File: config.mk
export PLATFORM = sky130hd
export DESIGN_NAME = pmsa_regs
export DESIGN_NICKNAME = d
export VERILOG_FILES = /design/src/hw/pmsa_pkg.sv /design/src/hw/pmsa_regs.sv
export VERILOG_INCLUDE_DIRS = /design/src /design/src/hw
export SDC_FILE = /design/constraint.sdc
export NUM_CORES = 1
export LEC_CHECK = 0
export BUFFER_PORTS_ARGS = -buffer_cell sky130_fd_sc_hd__buf_2
export CAP_MARGIN = 20
export CORE_ASPECT_RATIO = 0.9
export CORE_MARGIN = 3
export CORE_UTILIZATION = 44
export CTS_CLUSTER_DIAMETER = 80
export DETAILED_ROUTE_END_ITERATION = 16
export PLACE_DENSITY = 0.75
export SLEW_MARGIN = 40
export SYNTH_ARGS = -nofsm -noshare
export SYNTH_HDL_FRONTEND = slang
export SYNTH_SLANG_ARGS = --single-unit
File: constraint.sdc
create_clock -name ref_clk -period 1 [get_ports ref_clk]
set_input_delay 0.05 -clock ref_clk [delete_from_list [all_inputs] [get_ports ref_clk]]
set_output_delay 0.05 -clock ref_clk [all_outputs]
set_load 0.03 [all_outputs]
File: src/hw/pmsa_consts.svh
// Offsets, field positions and reset values of the PHY status, identifier and advertisement bank
`ifndef PMSA_CONSTS_SVH
`define PMSA_CONSTS_SVH

// ****************************************
// Management register offsets
// ****************************************
`define PMSA_OFF_STATUS      5'h01
`define PMSA_OFF_IDENT_HIGH  5'h02
`define PMSA_OFF_IDENT_LOW   5'h03
`define PMSA_OFF_ADVERTISE   5'h04

// ****************************************
// Status register field positions
// ****************************************
`define PMSA_ST_EXT_BIT      0
`define PMSA_ST_JABBER_BIT   1
`define PMSA_ST_LINK_BIT     2

// ****************************************
// Identifier field positions
// ****************************************
`define PMSA_IDL_ORG_MSB     15
`define PMSA_IDL_ORG_LSB     10
`define PMSA_IDL_MODEL_MSB   9
`define PMSA_IDL_MODEL_LSB   4
`define PMSA_IDL_REV_MSB     3
`define PMSA_IDL_REV_LSB     0

// ****************************************
// Advertisement field positions and values
// ****************************************
`define PMSA_ADV_NP_BIT      15
`define PMSA_ADV_RES_BIT     14
`define PMSA_ADV_RF_BIT      13
`define PMSA_ADV_TAF_MSB     12
`define PMSA_ADV_TAF_LSB     5
`define PMSA_ADV_SEL_MSB     4
`define PMSA_ADV_SEL_LSB     0
`define PMSA_ADV_RESET       16'h01E1
`define PMSA_TAF_TEN_HALF    8'h01
`define PMSA_TAF_HUND_FULL   8'h08
`define PMSA_TAF_HUND_FOUR   8'h10
`define PMSA_TAF_SYM_PAUSE   8'h20
`define PMSA_TAF_CONVERTER   8'h60
`define PMSA_SEL_ETHERNET    5'h01

`endif

File: src/hw/pmsa_pkg.sv
// Types shared by the PHY status, identifier and advertisement bank
package pmsa_pkg;

  typedef logic [15:0] pmsa_word_t;
  typedef logic [4:0]  pmsa_addr_t;
  typedef logic [7:0]  pmsa_taf_t;
  typedef logic [4:0]  pmsa_sel_t;

  // One-hot decode of the addressed register
  typedef enum logic [4:0] {
    PMSA_REG_NONE  = 5'h01,
    PMSA_REG_STAT  = 5'h02,
    PMSA_REG_IDH   = 5'h04,
    PMSA_REG_IDL   = 5'h08,
    PMSA_REG_ADV   = 5'h10
  } pmsa_reg_sel_t;

endpackage

File: src/hw/pmsa_regs.sv
// PHY status low bits, identifier pair and auto-negotiation advertisement register bank
`timescale 1ns/10ps
`include "pmsa_consts.svh"

module pmsa_regs #(
  parameter logic [21:0] ORG_ID_BITS  = 22'h0A5A5A, // Arbitrary, org bits 3..24 msb first
  parameter logic [5:0]  MODEL_NUMBER = 6'h15,      // Arbitrary
  parameter logic [3:0]  REV_NUMBER   = 4'h3,       // Arbitrary
  parameter logic        EXT_REGS     = 1'b1
) (
  input  wire logic               ref_clk,
  input  wire logic               rst,
  input  wire pmsa_pkg::pmsa_addr_t mgmt_addr,
  input  wire logic               mgmt_rd_en,
  input  wire logic               mgmt_wr_en,
  input  wire pmsa_pkg::pmsa_word_t mgmt_wdata,
  output pmsa_pkg::pmsa_word_t    mgmt_rdata,
  output logic                    mgmt_rd_valid,
  input  wire logic               link_live,
  input  wire logic               jabber_live,
  input  wire logic               converter_mode,
  input  wire logic               gigabit_adv,
  output logic                    link_up_latched,
  output logic                    jabber_seen,
  output pmsa_pkg::pmsa_word_t    adv_code_word
);

  // ****************************************
  // Address decode
  // ****************************************
  pmsa_pkg::pmsa_reg_sel_t reg_sel;
  logic                    extended_regs_present;
  logic                    next_page_flag;
  logic                    remote_fault_adv;
  pmsa_pkg::pmsa_taf_t     technology_ability_bits;
  pmsa_pkg::pmsa_sel_t     selector_code;
  pmsa_pkg::pmsa_taf_t     taf_effective;
  logic                    np_effective;
  pmsa_pkg::pmsa_sel_t     sel_transmit;
  pmsa_pkg::pmsa_word_t    stat_word;
  pmsa_pkg::pmsa_word_t    ident_high;
  pmsa_pkg::pmsa_word_t    ident_low;
  pmsa_pkg::pmsa_word_t    adv_word;
  pmsa_pkg::pmsa_word_t    next_rdata;
  logic                    stat_read;
  logic                    adv_write;

  // A literal cannot be bit-selected, so the reset word is named once here
  localparam pmsa_pkg::pmsa_word_t ADV_RESET_WORD = `PMSA_ADV_RESET;

  always_comb begin
    case (mgmt_addr)
      `PMSA_OFF_STATUS:     reg_sel = pmsa_pkg::PMSA_REG_STAT;
      `PMSA_OFF_IDENT_HIGH: reg_sel = pmsa_pkg::PMSA_REG_IDH;
      `PMSA_OFF_IDENT_LOW:  reg_sel = pmsa_pkg::PMSA_REG_IDL;
      `PMSA_OFF_ADVERTISE:  reg_sel = pmsa_pkg::PMSA_REG_ADV;
      default:              reg_sel = pmsa_pkg::PMSA_REG_NONE;
    endcase
  end

  assign stat_read = mgmt_rd_en && (reg_sel == pmsa_pkg::PMSA_REG_STAT);
  // Status offset deliberately has no write decode
  assign adv_write = mgmt_wr_en && (reg_sel == pmsa_pkg::PMSA_REG_ADV);

  // ****************************************
  // Latched status flags
  // ****************************************
  // The read returns the latched value; the refresh lands after it so a
  // link drop between polls is never missed by software.
  always_ff @(posedge ref_clk) begin
    if (rst) begin
      link_up_latched <= 1'b0;
    end else if (stat_read) begin
      link_up_latched <= link_live;
    end else begin
      link_up_latched <= link_up_latched & link_live;
    end
  end

  always_ff @(posedge ref_clk) begin
    if (rst) begin
      jabber_seen <= 1'b0;
    end else if (stat_read) begin
      jabber_seen <= jabber_live;
    end else begin
      jabber_seen <= jabber_seen | jabber_live;
    end
  end

  assign extended_regs_present = EXT_REGS;

  always_comb begin
    stat_word = 16'h0000;
    stat_word[`PMSA_ST_LINK_BIT]   = link_up_latched;
    stat_word[`PMSA_ST_JABBER_BIT] = jabber_seen;
    stat_word[`PMSA_ST_EXT_BIT]    = extended_regs_present;
  end

  // ****************************************
  // Identifier pair
  // ****************************************
  assign ident_high = ORG_ID_BITS[21:6];
  assign ident_low  = {ORG_ID_BITS[5:0], MODEL_NUMBER, REV_NUMBER};

  // ****************************************
  // Advertisement register
  // ****************************************
  always_ff @(posedge ref_clk) begin
    if (rst) begin
      next_page_flag <= ADV_RESET_WORD[`PMSA_ADV_NP_BIT];
    end else if (adv_write) begin
      next_page_flag <= mgmt_wdata[`PMSA_ADV_NP_BIT];
    end
  end

  always_ff @(posedge ref_clk) begin
    if (rst) begin
      remote_fault_adv <= ADV_RESET_WORD[`PMSA_ADV_RF_BIT];
    end else if (adv_write) begin
      remote_fault_adv <= mgmt_wdata[`PMSA_ADV_RF_BIT];
    end
  end

  always_ff @(posedge ref_clk) begin
    if (rst) begin
      technology_ability_bits <= ADV_RESET_WORD[`PMSA_ADV_TAF_MSB:`PMSA_ADV_TAF_LSB];
    end else if (adv_write) begin
      technology_ability_bits <= mgmt_wdata[`PMSA_ADV_TAF_MSB:`PMSA_ADV_TAF_LSB];
    end
  end

  always_ff @(posedge ref_clk) begin
    if (rst) begin
      selector_code <= ADV_RESET_WORD[`PMSA_ADV_SEL_MSB:`PMSA_ADV_SEL_LSB];
    end else if (adv_write) begin
      selector_code <= mgmt_wdata[`PMSA_ADV_SEL_MSB:`PMSA_ADV_SEL_LSB];
    end
  end

  // Stored value survives converter mode, so leaving it restores the old field
  assign taf_effective = converter_mode ? `PMSA_TAF_CONVERTER : technology_ability_bits;
  assign np_effective  = next_page_flag | gigabit_adv;
  // A reserved selector reads back as written but goes out as Ethernet
  assign sel_transmit  = (selector_code == `PMSA_SEL_ETHERNET) ?
                         selector_code : `PMSA_SEL_ETHERNET;

  always_comb begin
    adv_word = 16'h0000;
    adv_word[`PMSA_ADV_NP_BIT] = np_effective;
    adv_word[`PMSA_ADV_RF_BIT] = remote_fault_adv;
    adv_word[`PMSA_ADV_TAF_MSB:`PMSA_ADV_TAF_LSB] = taf_effective;
    adv_word[`PMSA_ADV_SEL_MSB:`PMSA_ADV_SEL_LSB] = selector_code;
  end

  always_ff @(posedge ref_clk) begin
    if (rst) begin
      adv_code_word <= `PMSA_ADV_RESET;
    end else begin
      adv_code_word <= {adv_word[15:5], sel_transmit};
    end
  end

  // ****************************************
  // Read path
  // ****************************************
  always_comb begin
    case (reg_sel)
      pmsa_pkg::PMSA_REG_STAT: next_rdata = stat_word;
      pmsa_pkg::PMSA_REG_IDH:  next_rdata = ident_high;
      pmsa_pkg::PMSA_REG_IDL:  next_rdata = ident_low;
      pmsa_pkg::PMSA_REG_ADV:  next_rdata = adv_word;
      default:                 next_rdata = 16'h0000;
    endcase
  end

  always_ff @(posedge ref_clk) begin
    if (rst) begin
      mgmt_rdata <= 16'h0000;
    end else if (mgmt_rd_en) begin
      mgmt_rdata <= next_rdata;
    end
  end

  always_ff @(posedge ref_clk) begin
    if (rst) begin
      mgmt_rd_valid <= 1'b0;
    end else begin
      mgmt_rd_valid <= mgmt_rd_en;
    end
  end

  // ****************************************
  // Checks
  // ****************************************
  property p_link_latch_low;
    @(posedge ref_clk) disable iff (rst)
      (!link_live && !stat_read) |=> !link_up_latched;
  endproperty
  a_link_latch_low: assert property (p_link_latch_low)
    else $error("link flag not latched low");

  property p_jabber_hold;
    @(posedge ref_clk) disable iff (rst)
      (jabber_seen && !stat_read) |=> jabber_seen;
  endproperty
  a_jabber_hold: assert property (p_jabber_hold)
    else $error("jabber flag lost before read");

  property p_jabber_set;
    @(posedge ref_clk) disable iff (rst)
      jabber_live |=> jabber_seen;
  endproperty
  a_jabber_set: assert property (p_jabber_set)
    else $error("jabber not flagged");

  property p_ext_read;
    @(posedge ref_clk) disable iff (rst)
      stat_read |=> mgmt_rd_valid && (mgmt_rdata[`PMSA_ST_EXT_BIT] == EXT_REGS)
                    && (mgmt_rdata[15:3] == 13'h0000);
  endproperty
  a_ext_read: assert property (p_ext_read)
    else $error("status read wrong");

  property p_ident_high;
    @(posedge ref_clk) disable iff (rst)
      (mgmt_rd_en && mgmt_addr == `PMSA_OFF_IDENT_HIGH)
        |=> mgmt_rdata == ORG_ID_BITS[21:6];
  endproperty
  a_ident_high: assert property (p_ident_high)
    else $error("identifier high wrong");

  property p_ident_low;
    @(posedge ref_clk) disable iff (rst)
      (mgmt_rd_en && mgmt_addr == `PMSA_OFF_IDENT_LOW)
        |=> mgmt_rdata == {ORG_ID_BITS[5:0], MODEL_NUMBER, REV_NUMBER};
  endproperty
  a_ident_low: assert property (p_ident_low)
    else $error("identifier low wrong");

  property p_adv_reset;
    @(posedge ref_clk)
      rst |=> (adv_code_word == `PMSA_ADV_RESET) && !link_up_latched;
  endproperty
  a_adv_reset: assert property (p_adv_reset)
    else $error("advertisement reset value wrong");

  property p_np_forced;
    @(posedge ref_clk) disable iff (rst)
      gigabit_adv |=> adv_code_word[`PMSA_ADV_NP_BIT];
  endproperty
  a_np_forced: assert property (p_np_forced)
    else $error("next page not forced");

  property p_res_zero;
    @(posedge ref_clk) disable iff (rst)
      (mgmt_rd_en && mgmt_addr == `PMSA_OFF_ADVERTISE)
        |=> !mgmt_rdata[`PMSA_ADV_RES_BIT];
  endproperty
  a_res_zero: assert property (p_res_zero)
    else $error("reserved bit reads one");

  property p_rf_write;
    @(posedge ref_clk) disable iff (rst)
      adv_write ##1 !adv_write
        |=> adv_code_word[`PMSA_ADV_RF_BIT] == $past(mgmt_wdata[`PMSA_ADV_RF_BIT], 2);
  endproperty
  a_rf_write: assert property (p_rf_write)
    else $error("remote fault not sent");

  property p_taf_write;
    @(posedge ref_clk) disable iff (rst)
      (adv_write && !converter_mode) ##1 (!adv_write && !converter_mode)
        |=> adv_code_word[12:5] == $past(mgmt_wdata[12:5], 2);
  endproperty
  a_taf_write: assert property (p_taf_write)
    else $error("ability field not taken");

  property p_converter;
    @(posedge ref_clk) disable iff (rst)
      converter_mode |=> adv_code_word[12:5] == `PMSA_TAF_CONVERTER;
  endproperty
  a_converter: assert property (p_converter)
    else $error("converter field not forced");

  property p_sel_readback;
    @(posedge ref_clk) disable iff (rst)
      adv_write ##1 (mgmt_rd_en && !adv_write && mgmt_addr == `PMSA_OFF_ADVERTISE)
        |=> mgmt_rdata[4:0] == $past(mgmt_wdata[4:0], 2);
  endproperty
  a_sel_readback: assert property (p_sel_readback)
    else $error("selector not stored");

  property p_sel_never_reserved;
    @(posedge ref_clk) disable iff (rst)
      1'b1 |-> adv_code_word[4:0] == `PMSA_SEL_ETHERNET;
  endproperty
  a_sel_never_reserved: assert property (p_sel_never_reserved)
    else $error("reserved selector transmitted");

  property p_stat_write_ignored;
    @(posedge ref_clk) disable iff (rst)
      (mgmt_wr_en && mgmt_addr == `PMSA_OFF_STATUS && !stat_read && jabber_seen)
        |=> jabber_seen;
  endproperty
  a_stat_write_ignored: assert property (p_stat_write_ignored)
    else $error("status write changed state");

  property p_read_refresh;
    @(posedge ref_clk) disable iff (rst)
      stat_read |=> (link_up_latched == $past(link_live))
                    && (jabber_seen == $past(jabber_live));
  endproperty
  a_read_refresh: assert property (p_read_refresh)
    else $error("latched flag not refreshed by read");

endmodule

**Yosys cells after proc, flatten, opt, wreduce, memory -nomap -nowiden**

Index checks and enable logic that the tools add are counted.

- Add/subtract/negate cells: 0
- $mul: 0
- Div/mod/pow operators: 0
- Magnitude comparators: 0
- Equal/unequal tests: 9
- Shift-type cells: 0
- Muxes and demuxes: 5
- Bitwise logic cells: 4
- Reduce and logical (&&, ||, !) cells: 3

Operators by type and width:

| kind | number |
|---|---|
| one-hot mux 16 bit (4 select lines) | 1 |
| one-hot mux 5 bit (4 select lines) | 1 |
| equality test 5 x 2 -> 1 bit (second input constant) | 3 |
| equality test 5 x 1 -> 1 bit (second input constant) | 2 |
| equality test 5 x 3 -> 1 bit (second input constant) | 2 |
| two-way mux 8 bit | 1 |
| equality test 5 x 4 -> 1 bit (second input constant) | 1 |
| equality test 5 bit (second input constant) | 1 |
| logical AND 1 bit | 2 |
| two-way mux 1 bit | 2 |
| OR 1 bit | 2 |
| OR reduction 2 bit | 1 |
| bitwise AND 1 bit | 1 |
| NOT 1 bit | 1 |

- Register bits after elaboration: 50
- Latch bits: 0
- Memory bits (writable): 0
- ROM bits: 0
- Input port bits: 29
- Output and inout bits: 35
- Word-level logic and storage cells: 32
- Memories: 0

**Longest topological paths before layout**

Gate-level depths: netlist of the first run.

- Depth after elaboration: 5
- Mapped depth: 7
- Mapped depth without buffers: 4

**Least setup slack after synthesis of the first run**

OpenSTA, ideal clock, no wires.

- Kind: input-to-reg
- From: input port mgmt_addr[0]
- To: register technology_ability_bits[0]
- Data arrival time: 953 ps
- Data required time: 882 ps
- Path slack: -71 ps
- Stages on the path: 6
- Path buffers: 2
- Cell sequence: buf_2 -> nor3b_2 -> nand3_1 -> buf_2 -> nor3_1 -> nor2_1

- Longest elaborated chain between the ends: 4

Ends and longest elaborated chain:

| element | line | text |
|---|---|---|
| start: declaration | pmsa_regs.sv:13 | `input wire pmsa_pkg::pmsa_addr_t mgmt_addr,` |
| equality test 5 x 3 -> 1 bit (tied with other cells) | pmsa_regs.sv:52 | `case (mgmt_addr)` |
| one-hot mux 5 bit (4 select lines) (*) | pmsa_regs.sv:52 |  |
| equality test 5 bit (*) | pmsa_regs.sv:63 | `assign adv_write = mgmt_wr_en && (reg_sel == pmsa_pkg::PMSA_REG_ADV);` |
| logical AND 1 bit (*) | pmsa_regs.sv:63 |  |
| end signal: assignment | pmsa_regs.sv:126 | `` technology_ability_bits <= ADV_RESET_WORD[`PMSA_ADV_TAF_MSB:`PMSA_ADV_TAF_LSB]; `` |
| end signal: assignment | pmsa_regs.sv:128 | `` technology_ability_bits <= mgmt_wdata[`PMSA_ADV_TAF_MSB:`PMSA_ADV_TAF_LSB]; `` |
| end: declaration | pmsa_regs.sv:35 | `pmsa_pkg::pmsa_taf_t technology_ability_bits;` |

Mark *: on every way between the ends. The rest lies on a longest branch, timed or not.
A chain may end at the register's enable or synchronous reset.

**Worst setup path after layout of the first run**

- From: register selector_code[1]
- To: register mgmt_rdata[1]

- Longest elaborated chain between the ends: 1

Ends and longest elaborated chain:

| element | line | text |
|---|---|---|
| start: declaration | pmsa_regs.sv:36 | `pmsa_pkg::pmsa_sel_t selector_code;` |
| start signal: assignment | pmsa_regs.sv:134 | `` selector_code <= ADV_RESET_WORD[`PMSA_ADV_SEL_MSB:`PMSA_ADV_SEL_LSB]; `` |
| start signal: assignment | pmsa_regs.sv:136 | `` selector_code <= mgmt_wdata[`PMSA_ADV_SEL_MSB:`PMSA_ADV_SEL_LSB]; `` |
| one-hot mux 16 bit (4 select lines) | pmsa_regs.sv:167 | `case (reg_sel)` |
| end signal: assignment | pmsa_regs.sv:180 | `mgmt_rdata <= next_rdata;` |
| end: declaration | pmsa_regs.sv:17 | `output pmsa_pkg::pmsa_word_t mgmt_rdata,` |

No other way between the ends.

==> results of run 1 <==
==> power breakdown <==
group	total (µW)	leakage (µW)	internal, µW	switching [µW]
Combinational	423	0.000636	188	236
Sequential	2010	0.000400	1990	13.8
Clock	1110	0.0000439	483	625
Total	3540	0.00108	2660	875
==> Yosys cell counts, drive strengths merged, types with 5 or more instances <==
cell type	number
clkbuf	5
a211oi	5
nor2	19
dfxtp	49
a21oi	20
nor3b	5
nand2	27
nand2b	6
nor3	14
o21ai	8
nand3	5
buf	9
==> logic make-up after synthesis <==
logic type	count (synthesis)
AO/OA/AOI/OAI	41
AND/OR/NAND/NOR	91
flip-flops	49
buffers and inverters	17
other	2
==> per-layer routing <==
metal | vias to the layer above | track usage | wire length [µm] | share of wire
li1 | 852 | - | - | -
met1 | 709 | 0.2279 | 1966 | 0.47
met2 | 51 | 0.2909 | 1893 | 0.45
met3 | 4 | 0.04977 | 285 | 0.068
met4 | 0 | 0.05430 | 40 | 0.0096
met5 | - | 0 | 0 | 0
==> final cells by class <==
| cell class | count | area share |
|---|---|---|
| timing repair buffer | 94 | 0.2462 |
| clock buffer | 5 | 0.02730 |
| tap | 46 | 0.02283 |
| clock inverter | 3 | 0.006948 |
| sequential | 49 | 0.3896 |
| inverter | 3 | 0.004466 |
| multi-input combinational | 138 | 0.3027 |
==> stage by stage <==
stage	hold WS [ns]	cells	instance area, µm²
after global routing	0.01783	338	2521
after CTS	0.002998	338	2520
after floorplan	0.1261	204	1849
after detailed placement	0.2739	313	2263
final	0.01368	338	2521
after global placement	0.2615	313	2263
==> flip-flops by register name, indices dropped and copies added (netlist names) <==
register / count
selector_code: 5
link_up_latched: 1
adv_code_word: 15
jabber_seen: 1
remote_fault_adv: 1
mgmt_rdata: 16
mgmt_rd_valid: 1
technology_ability_bits: 8
next_page_flag: 1
==> path summary, 6_finish.rpt <==
path                       end        startpoint
max              mgmt_rdata[1]  selector_code[1]
min          adv_code_word[15]       gigabit_adv
max reg2reg      mgmt_rdata[1]  selector_code[1]
min reg2reg      mgmt_rdata[1]     mgmt_rdata[1]
==> repair_timing <==
item	in CTS	in global routing
gates resized for setup	0	1
setup endpoints to repair	0	1
hold buffers	17	0
hold endpoints to repair	17	0
==> worst register-to-register path: stages, from the launching register on <==
cell	delay [ns]
sky130_fd_sc_hd__dfxtp_2	0.33
sky130_fd_sc_hd__a222oi_1	0.37
sky130_fd_sc_hd__o21ai_0	0.11
==> impl_summary.md, run 1 <==
Run status
The flow ran to the end, and the final reports show no timing, DRC or antenna violations.

Die
The total area inside the core boundary comes to 3836 µm². For this configuration, the core starts out at a cell density of 0.4706. The floorplan step set the die height to 66.77 µm. The die footprint is 4909 µm². The die is 73.52 µm wide.

The number of primary I/O pins is 64. The floorplan has 21 rows.

Global route
Entering global routing, the biggest net connects 25 pins. The initial antenna violation count is 0. The remaining global-route overflow is 0. The number of global-route vias before repair was 1512. The global-route wire length before repair is 6699 µm. The total global routing track utilization is 0.1785.

Synthesis
Of the post-synthesis cell area, the dominant cell type holds 0.5433. In the synthesized netlist the async set-or-reset flop fraction comes to 0. The most instantiated flip-flop cell in the synthesis netlist is sky130_fd_sc_hd__dfxtp_1. The average size of a mapped cell is 9.027 µm². In the post-synthesis netlist, the biggest area contributors are sky130_fd_sc_hd__dfxtp_1, sky130_fd_sc_hd__nand2_1, sky130_fd_sc_hd__a21oi_1, sky130_fd_sc_hd__nor2_1, sky130_fd_sc_hd__nor3_1. After synthesis, the share of cell area in mux cells is 0. The adder and majority cell fraction of the synthesized area is 0. After synthesis, the netlist uses 35 different library cells. The number of warnings reported in the yosys synthesis log is 0.

The combinational family with the most area after synthesis is simple AND/OR/NAND/NOR gates. The gate count of the mapped netlist is 200. The register area share after synthesis is 0.5433.

Of the total synthesized cell area, the portion taken by AND, OR, NAND and NOR gates is 0.2585. The compound-gate portion of the synthesized area came to 0.1455. The biggest area consumer among synthesized cells is sky130_fd_sc_hd__dfxtp_1. The number of enable-type register cells in the synthesized netlist is 0. The xor/xnor cell area share of the yosys netlist is 0.

In this run, synthesis produced a sequential element count of 49. The area of the mapped netlist is 1805 µm².

STA
The total setup violations reported at the end of the flow is 0. In the post-route analysis, the smallest setup slack over all paths is 0.07836 ns. Setup repair after global routing could not meet its margin everywhere.

The hold violation count in the final report was 0. The maximum clock skew at final layout is 0.002812 ns. After routing, the total negative slack on setup checks comes to 0 ns. The highest achievable clock rate is 1.085 GHz. The final critical path time including I/O delays and setup is 0.9216 ns. The count of pins over their slew limit was 0. The final clock period utilization by the worst path is 0.9216.

Setup path
The category of the worst setup path capture point is a flop. The worst-case reg-to-reg path depth is 2. The required arrival time at the worst endpoint is 1.18 ns.

STA classifies the critical path startpoint as a flop. The category of the critical setup timing path is reg -> reg. The slowest stage of the critical path belongs to the cell sky130_fd_sc_hd__a222oi_1. Data arrives at the worst endpoint at 1.10 ns.

The signal on the critical path passes through a222oi_1 > o21ai_0. The maximum net fanout on the critical path is 2. The total buffers and inverters traversed by the critical path is 0. For this run, the slowest stage of the critical path takes 0.37 ns. For flop-to-flop paths, the worst setup slack is 0.08 ns.

In this design, the largest share of critical-path delay is due to compound AO/OA/AOI/OAI gates. In this run the number of cells on the critical path is 2.

Min path
The tightest min-delay check is of the in -> reg type. Counting instances, the worst hold path has a depth of 3.

Routing
After detailed routing, the total wire length is 4185 µm. After detailed routing, the number of remaining DRC violations is 0. The detail route stage leaves a number of antenna-violating nets equal to 0. After the first detailed-routing iteration, the DRC count stood at 81. The detailed-route via count is 1616.

After detailed routing, the average wire length per cell comes to 12.38 µm. The number of iterations in the first detailed-routing pass is 4. The detail-routed via count per cell is 4.781.

Placed design
The count of input and output buffers is 61. The worst-case setup slack after placement is -0.1754 ns. The weighted congestion at the end of routability-driven global placement is 0.7524. The HPWL after detailed placement is 3098 µm.

CTS
In this run the post-CTS setup repair buffer count came out at 0. TritonCTS built the clock tree. The clock latency at the later pin of the worst-skew pair is 0.29 ns. The CTS sink count is 49. The CTS root buffer is sky130_fd_sc_hd__clkbuf_8.

In this run the deepest clock path goes through 2 buffers. The level count of the clock H-tree is 2. The number of clock buffers added by TritonCTS is 5.

After clock tree synthesis, the clock-pin slew on the worst setup and hold paths is 0.08 ns.

Power
The worst supply voltage drop on vdd is 0.0009044 V. For this design the static power due to leakage is 0.001080 µW. After layout, the design draws a total of 3537 µW. The power per unit of standard cell area is 1403 nW/µm².

Cells and area
After filler insertion, the fill cell instance count of the layout stands at 339. 0 antenna diodes ended up in the layout. The area growth from synthesis to layout is 39.64%. The fraction of layout instances using a drive strength above 1 is 0.3288.

The library cells used most frequently in the layout, excluding fill and tap cells, are sky130_fd_sc_hd__buf_2, sky130_fd_sc_hd__dfxtp_1, sky130_fd_sc_hd__nand2_1. The library cell used most frequently in the layout, excluding fill and tap cells, is sky130_fd_sc_hd__buf_2. At the end of the flow the core is filled with cells to 0.6572. The final net count is 320. The sequential cells in the finished layout cover a total of 982.2 µm². The area used by multi-input combinational logic is 763.2 µm².

Flow run
The number of max-cap violations is 0.
Power figures use the tool's default switching activity.
==> run 2: changes to the inputs <==
- ABC_AREA: unset -> 1
- CORE_UTILIZATION: 44 -> 43
- PLACE_DENSITY: 0.75 -> 0.73
- SKIP_CTS_REPAIR_TIMING: unset -> 1
==> run 2 against run 1 <==
The run now ends with negative hold slack left. Largest cell class unchanged. Clock skew increased by 0.00079 ns. Worst setup slack improved by 0.026 ns. Clock power about the same. Power increased by 2.3%. Combinational power increased by 7.8%. Global-route usage increased by 0.17 points. Critical path depth decreased by 1. Highest routed layer unchanged. Non-clock buffer count decreased by 9. Area after synthesis decreased by 1.0%. Sequential share of layout area increased by 2.0 points.
==> impl_summary.md, run 2 <==
Synthesis
The share of async-settable or async-resettable flops after synthesis is 0. Sorting the synthesized cells by area gives the leading types as sky130_fd_sc_hd__dfxtp_1, sky130_fd_sc_hd__nand2_1, sky130_fd_sc_hd__a21oi_1, sky130_fd_sc_hd__o21ai_0, sky130_fd_sc_hd__nand3_1. The share of the Yosys chip area taken by registers is 0.5490. The average size of a mapped cell is 8.196 µm². The share of synthesized area in the top cell type comes to 0.5490. The most used standard cell by instance count after synthesis is sky130_fd_sc_hd__dfxtp_1. The number of warnings reported in the yosys synthesis log is 0. The number of enable-type register cells in the synthesized netlist is 0.

Synthesis handed over a netlist of 218 instances. The number of flip-flops and latches in the synthesized netlist is 49. The most instantiated flip-flop cell in the synthesis netlist is sky130_fd_sc_hd__dfxtp_1.

The count of cell types in the netlist is 20. The commonest cells after synthesis are sky130_fd_sc_hd__dfxtp_1, sky130_fd_sc_hd__nand2_1, sky130_fd_sc_hd__a21oi_1, sky130_fd_sc_hd__o21ai_0. The area of the mapped netlist is 1787 µm². The biggest area consumer among synthesized cells is sky130_fd_sc_hd__dfxtp_1.

CTS
CTS saw 49 sinks. CTS placed an instance of sky130_fd_sc_hd__clkbuf_8 at the clock tree root. The number of buffers on the longest clock path is 2. For the worst-skew pair, the clock arrives at the later sink with an insertion delay of 0.29 ns. Counting the buffers created by CTS gives 5. The clock slew at the register clock pins of the worst setup and hold paths is 0.08 ns.

CTS built an H-tree with a depth of 2. The CTS tree is yes.

Cells and area
The area used by multi-input combinational logic is 693.2 µm². The largest registers in the layout are mgmt_rdata (16), adv_code_word (15), technology_ability_bits (8). The register name with the most flops is mgmt_rdata. The filler-free cell count of the finished design is 348.

The area added between synthesis and finish is 33.89%. The number of antenna diodes is 0. The layout filler cell count is 353. The register with the most flip-flops in the layout has 16 of them. The most common library cell in the layout ignoring fill and taps is sky130_fd_sc_hd__buf_2. Registers take 980.9 µm².

The final net count is 331. Leaving out fill and tap cells, the most frequent cells in the layout are sky130_fd_sc_hd__buf_2, sky130_fd_sc_hd__dfxtp_1, sky130_fd_sc_hd__nand2_1. In the final layout, the share of cells above drive strength 1 is 0.3212.

Global route
The number of global-route vias before repair came to 1565. The initial antenna violation count is 0. For this run the aggregate overflow at the end of global routing stands at 0.

The maximum number of pins on one net before global-route repair is 20. The first global-routing pass estimated 6824 µm of wire. In the global route stage, overall resource usage came out at 0.1802.

Die
The die outline width is 73.95 µm. The die covers 4965 µm². The starting density of the core is 0.4626. The total area inside the core boundary comes to 3862 µm². The initialized floorplan defines 21 standard-cell rows. 64 I/O pins were placed.

The die extent in y is 67.15 µm.

STA
The final clock period utilization by the worst path is 0.8951. Setup violations remaining at the end of the flow were counted as 0. The hold violation count in the final report came to 2. For the pin with the worst max-slew slack, the measured transition is 0.5186 ns. The worst path in the final design needs a cycle of 0.8951 ns, including I/O delays and setup. In the final timing run, aggregate negative setup slack is 0 ns. The maximum clock skew at final layout is 0.003600 ns. Setup repair after global routing left no endpoint under its margin. The highest achievable clock rate is 1.117 GHz.

The max-slew headroom at the worst pin is 0.6539. The minimum hold slack is -0.02072 ns. The count of pins over their slew limit is 0. Across all setup checks in the final design, the least slack found is 0.1049 ns.

Placed design
The count of buffers added on input and output ports is 61. At the end of routability-driven placement, the weighted congestion stood at 0.8735. The worst-case setup slack after placement is -0.1064 ns. The number of placed instances, taps included, is 333. The half-perimeter wire length after detailed placement is 3104 µm.

Setup path
The slowest stage of the critical path is the sky130_fd_sc_hd__dfxtp_1 cell. Data on the critical path is required at its endpoint by 0.95 ns. The worst setup path is launched from a flop. The worst setup path is captured at an output pin. By startpoint and endpoint, the worst setup path is classified as reg -> out.

The total buffers and inverters traversed by the critical path is 1. Broken down by cell family, the worst path's largest delay share belongs to flip-flops. In this design, the stage delay of the slowest critical-path cell is 0.35 ns. Walking the worst path, the cells encountered are buf_2.

Along the worst path, the maximum fanout reaches 3. The arrival time at the worst endpoint is 0.85 ns.

Routing
The number of nets with antenna violations after detailed routing is 0. Across all layers, the routed design uses 1697 vias. The residual DRC count is 0. The detailed router finished its first iteration with 107 violations. Before antenna repair, the detailed router went through 4 iterations. The detail-routed via count per cell is 4.876. In the final routed layout, each cell accounts on average for 12.28 µm.

The total length of routed wires is 4274 µm.

Run status
The flow ran to the end, but the final reports show violations. The checks that failed: negative hold slack.

Power
The worst supply voltage drop on vdd is 0.0008714 V. The reported leakage power is 0.001154 µW. The power per unit of standard cell area is 1512 nW/µm².

Min path
The min-delay analysis places its worst path in the category in -> reg.

Flow run
The number of max-cap violations is 0.
## run 2: changes by cell type after synthesis, sizes merged, moves of 6 or more
cell	delta
a21oi	+9
inv	+14
nand2	+18
nand2b	-6
nand3	+12
nor3	-11
o21ai	+14
## run 2: stage by stage
step / utilization / instance area (µm²) / power, µW
after global placement: 0.5763 / 2226 / 2499
after detailed placement: 0.5763 / 2226 / 2506
after global routing: 0.6194 / 2392 / 3799
final: 0.6194 / 2392 / 3617
after floorplan: - / 1802 / 2325
after CTS: 0.5986 / 2312 / 3620
## run 2: logic make-up after synthesis
family,after synthesis,share of synthesized area
buffers and inverters,30,0.07143
DFF,49,0.5490
other,2,0.004203
AOI/OAI and AO/OA,51,0.1534
and+or+nand+nor,86,0.2220
## run 2: power by group
part | switching (µW) | leakage, µW | internal [µW]
clock | 581 | 0.0000443 | 549
combinational | 290 | 0.000709 | 166
sequential | 21.7 | 0.000401 | 2010
total | 893 | 0.00115 | 2720
## run 2: metal layers
metal  vias to the layer above  share of wire  global-route usage
met3                         7          0.073             0.05208
met5                         -              0                   0
met2                        54           0.48              0.2887
met1                       760           0.43              0.2259
li1                        876              -                   -
met4                         0          0.014             0.07692
## run 2: layout make-up
cell class	instances	share of cell area
sequential	49	0.4100
multi-input combinational	143	0.2897
tap	46	0.02406
timing repair buffer	85	0.2113
clock buffer	7	0.03609
inverter	18	0.02877
## run 2: final timing paths
| path | slack [ns] | endpoint | startpoint | cells after the start |
|---|---|---|---|---|
| min | -0.02 | adv_code_word[15] | gigabit_adv | 3 |
| min reg2reg | 0.46 | adv_code_word[13] | remote_fault_adv | 2 |
| max | 0.10 | jabber_seen | jabber_seen | 1 |
| max reg2reg | 0.13 | mgmt_rdata[6] | technology_ability_bits[1] | 6 |
==> run 3: changes to the inputs <==
- BUFFER_PORTS_ARGS: -buffer_cell sky130_fd_sc_hd__buf_2 -> -buffer_cell sky130_fd_sc_hd__buf_4
- CAP_MARGIN: 20 -> unset
- clock period: 1 -> 0.8 ns (I/O delays scaled with it)
==> run 3 against run 2 <==
The flow finishes with violations (negative hold slack, negative setup slack). Register-to-register slack worse by 0.19 ns. Power is 30% higher. Wire length rose by 10%. Critical path depth increased by 5. Worst hold slack got worse by 0.0086 ns. Design area increased by 21%. Sequential power grew 27%. Critical path type is now reg -> reg. Largest power group unchanged. Highest routed layer unchanged.
==> impl_summary.md, run 3 (synthesis gave the netlist of run 2 again) <==
Cells and area
Compared with the post-synthesis result, the final layout area differs by 61.62%. mgmt_rdata holds more flip-flops than any other register. The most common library cell in the layout ignoring fill and taps is sky130_fd_sc_hd__buf_4. The top cell types in the final layout, fill and taps aside, are sky130_fd_sc_hd__buf_4, sky130_fd_sc_hd__nand2_1, sky130_fd_sc_hd__dfxtp_2, sky130_fd_sc_hd__buf_6, sky130_fd_sc_hd__o21ai_0.

The filler-free cell count of the finished design is 360. The number of antenna diodes is 0. The fraction of layout instances using a drive strength above 1 is 0.5000.

In the final layout, the registers with the most flip-flops are mgmt_rdata (16), adv_code_word (15), technology_ability_bits (8). At the end of the flow the core is filled with cells to 0.7477. Summing all non-filler instances in the final layout gives an area of 2888 µm².

The flip-flop count of the largest register after layout is 16. The final net count is 342. The filler cells instantiated in the layout total 282.

CTS
The clock slew at the register clock pins of the worst setup and hold paths is 0.09 ns. TritonCTS built the clock tree. The longest clock path from root to sink contains 2 buffers. The CTS root buffer is sky130_fd_sc_hd__clkbuf_8. Clock tree synthesis found a total of 49 sinks. Clock latency on the worst-skew pair, taken at its later pin, is 0.30 ns. Buffers inserted during clock tree synthesis total 5. The level count of the clock H-tree is 2.

STA
The final setup TNS is -0.3288 ns. The maximum clock skew at final layout is 0.007403 ns. The minimum hold slack is -0.02930 ns.

The final clock period utilization by the worst path is 1.079. The count of pins over their slew limit is 0. The highest achievable clock rate is 1.159 GHz. Setup repair after global routing could not meet its margin everywhere.

Once routing completed, OpenROAD measured the worst setup slack at -0.06308 ns. The total setup violations reported at the end of the flow is 21. The final critical path time including I/O delays and setup is 0.8631 ns. The hold violation count in the final report was 8.

Placed design
The worst-case setup slack after placement is -0.2958 ns. The count of input and output buffers is 61. Counting tap cells, the placed design contains a total of 336 instances.

At the end of routability-driven placement, the weighted congestion stood at 0.7879. The standard cell area after detailed placement is 2432 µm². The half-perimeter wire length after detailed placement is 3137 µm.

Power
The internal portion of the total power is 3489 µW. Of the total power, registers draw 0.545. Of the total power, combinational logic draws 0.160. The worst-case IR drop observed on VDD is 0.001312 V. The power per unit of standard cell area is 1629 nW/µm². The switching power total is 1215 µW. Of the total power, the share spent switching nets is 0.2583. In this run the static leakage power is 0.001295 µW. The clock share of power is 0.295.

Min path
The number of stages on the worst hold path is 3. The worst hold path terminates at link_up_latched. The startpoint of the lowest-slack hold path is link_live. The worst min-delay path category is in -> reg.

Setup path
The category of the critical setup timing path is reg -> reg. The worst setup path is launched from a flop. The category of the worst setup path capture point is a flop. The required arrival time at the worst endpoint is 1.03 ns. The worst register-to-register path has a setup slack of -0.06 ns. In this run the worst path has a maximum fanout of 2. The worst-case reg-to-reg path depth is 6. The startpoint identified for the worst register-to-register timing path is technology_ability_bits[0]. The destination of the worst register-to-register timing path is mgmt_rdata[5]. Data on the critical path arrives at its endpoint at 1.10 ns.

Routing
The total length of routed wires is 4719 µm. The final route contains 1756 vias. In the final routed layout, each cell accounts on average for 13.11 µm. The number of iterations in the first detailed-routing pass is 4. The detailed router finished its first iteration with 128 violations. The residual DRC count is 0. The number of nets with antenna violations after detailed routing is 0. Using the TritonRoute via totals, the vias-per-cell ratio works out to 4.878.

Run status
The run finished, with violations left. The checks that failed: negative hold slack, negative setup slack.

Die
The total area inside the core boundary comes to 3862 µm². The die footprint is 4965 µm². The initialized floorplan defines 21 standard-cell rows. From bottom edge to top edge, the die measures 67.15 µm. The die outline width is 73.95 µm. The initial utilization of the core area, before any placement, comes to 0.4626. The number of primary I/O pins is 64.

Global route
The number of global-route vias before repair is 1558. Across every metal layer, demand over resource in global routing totals 0.1812. The maximum number of pins on one net before global-route repair is 20. The remaining global-route overflow is 0. The initial antenna violation count is 0.

The global-route wire length before repair is 6893 µm.

Flow run
Across the run, the number of max-cap violations was 0.
## run 3: changes by cell type in the layout (fill, tap and decap cells not counted), moves of 3 or more
cell / change
sky130_fd_sc_hd__a21oi_1: -6
sky130_fd_sc_hd__a21oi_2: +6
sky130_fd_sc_hd__buf_2: -61
sky130_fd_sc_hd__buf_4: +31
sky130_fd_sc_hd__buf_6: +36
sky130_fd_sc_hd__dfxtp_1: -37
sky130_fd_sc_hd__dfxtp_2: +36
sky130_fd_sc_hd__dlygate4sd3_1: +3
sky130_fd_sc_hd__nor2_1: -4
sky130_fd_sc_hd__nor2_2: +3
sky130_fd_sc_hd__o21ai_0: -3
## run 3: through the flow
| stage | total power [µW] | hold slack, ns |
|---|---|---|
| after global placement | 3223 | 0.2409 |
| final | 4705 | -0.02930 |
| after CTS | 4593 | -0.06314 |
| after floorplan | 2910 | 0.1532 |
| after detailed placement | 3229 | 0.2452 |
| after global routing | 4893 | -0.01589 |
## run 3: area by class of cell
cell class / instances / area (µm²) / area share
sequential: 49 / 1030 / 0.3566
timing repair buffer: 96 / 908.4 / 0.3146
multi-input combinational: 143 / 739.5 / 0.2561
clock buffer: 6 / 72.57 / 0.02513
inverter: 18 / 70.07 / 0.02426
tap: 46 / 57.56 / 0.01993
clock inverter: 2 / 10.01 / 0.003466
## run 3: power groups by stage
stage | Clock [µW] | Combinational, µW | Sequential (µW)
final | 1390 | 753 | 2570
after global routing | 1510 | 805 | 2570
after CTS | 1420 | 636 | 2540
after detailed placement | 0 | 633 | 2600
after global placement | 0 | 628 | 2600
after floorplan | 0 | 183 | 2730
## run 3: worst max path at each step
stage,startpoint,to,slack (ns),cells past startpoint
after floorplan,mgmt_addr[0],next_page_flag,-0.13,6
after global placement,mgmt_addr[0],mgmt_rdata[12],-0.24,7
after detailed placement,mgmt_addr[0],remote_fault_adv,-0.30,6
after CTS,link_up_latched,link_up_latched,-0.08,1
after global routing,technology_ability_bits[0],mgmt_rdata[5],-0.11,6
final,technology_ability_bits[0],mgmt_rdata[5],-0.06,6
## run 3: metal layers
| layer | up-vias | part of all wire | global-route usage |
|---|---|---|---|
| li1 | 890 | - | - |
| met3 | 9 | 0.066 | 0.04464 |
| met5 | - | 0 | 0 |
| met1 | 796 | 0.43 | 0.2364 |
| met2 | 61 | 0.49 | 0.2920 |
| met4 | 0 | 0.015 | 0.06335 |
## run 3: critical path, cell delays in order (launching register included)
cell and delay (ns):
sky130_fd_sc_hd__dfxtp_1 0.33, sky130_fd_sc_hd__inv_1 0.05, sky130_fd_sc_hd__nor2_1 0.10, sky130_fd_sc_hd__nand3_1 0.08, sky130_fd_sc_hd__nand2_1 0.06, sky130_fd_sc_hd__nand2_1 0.07
sky130_fd_sc_hd__a21oi_2 0.12
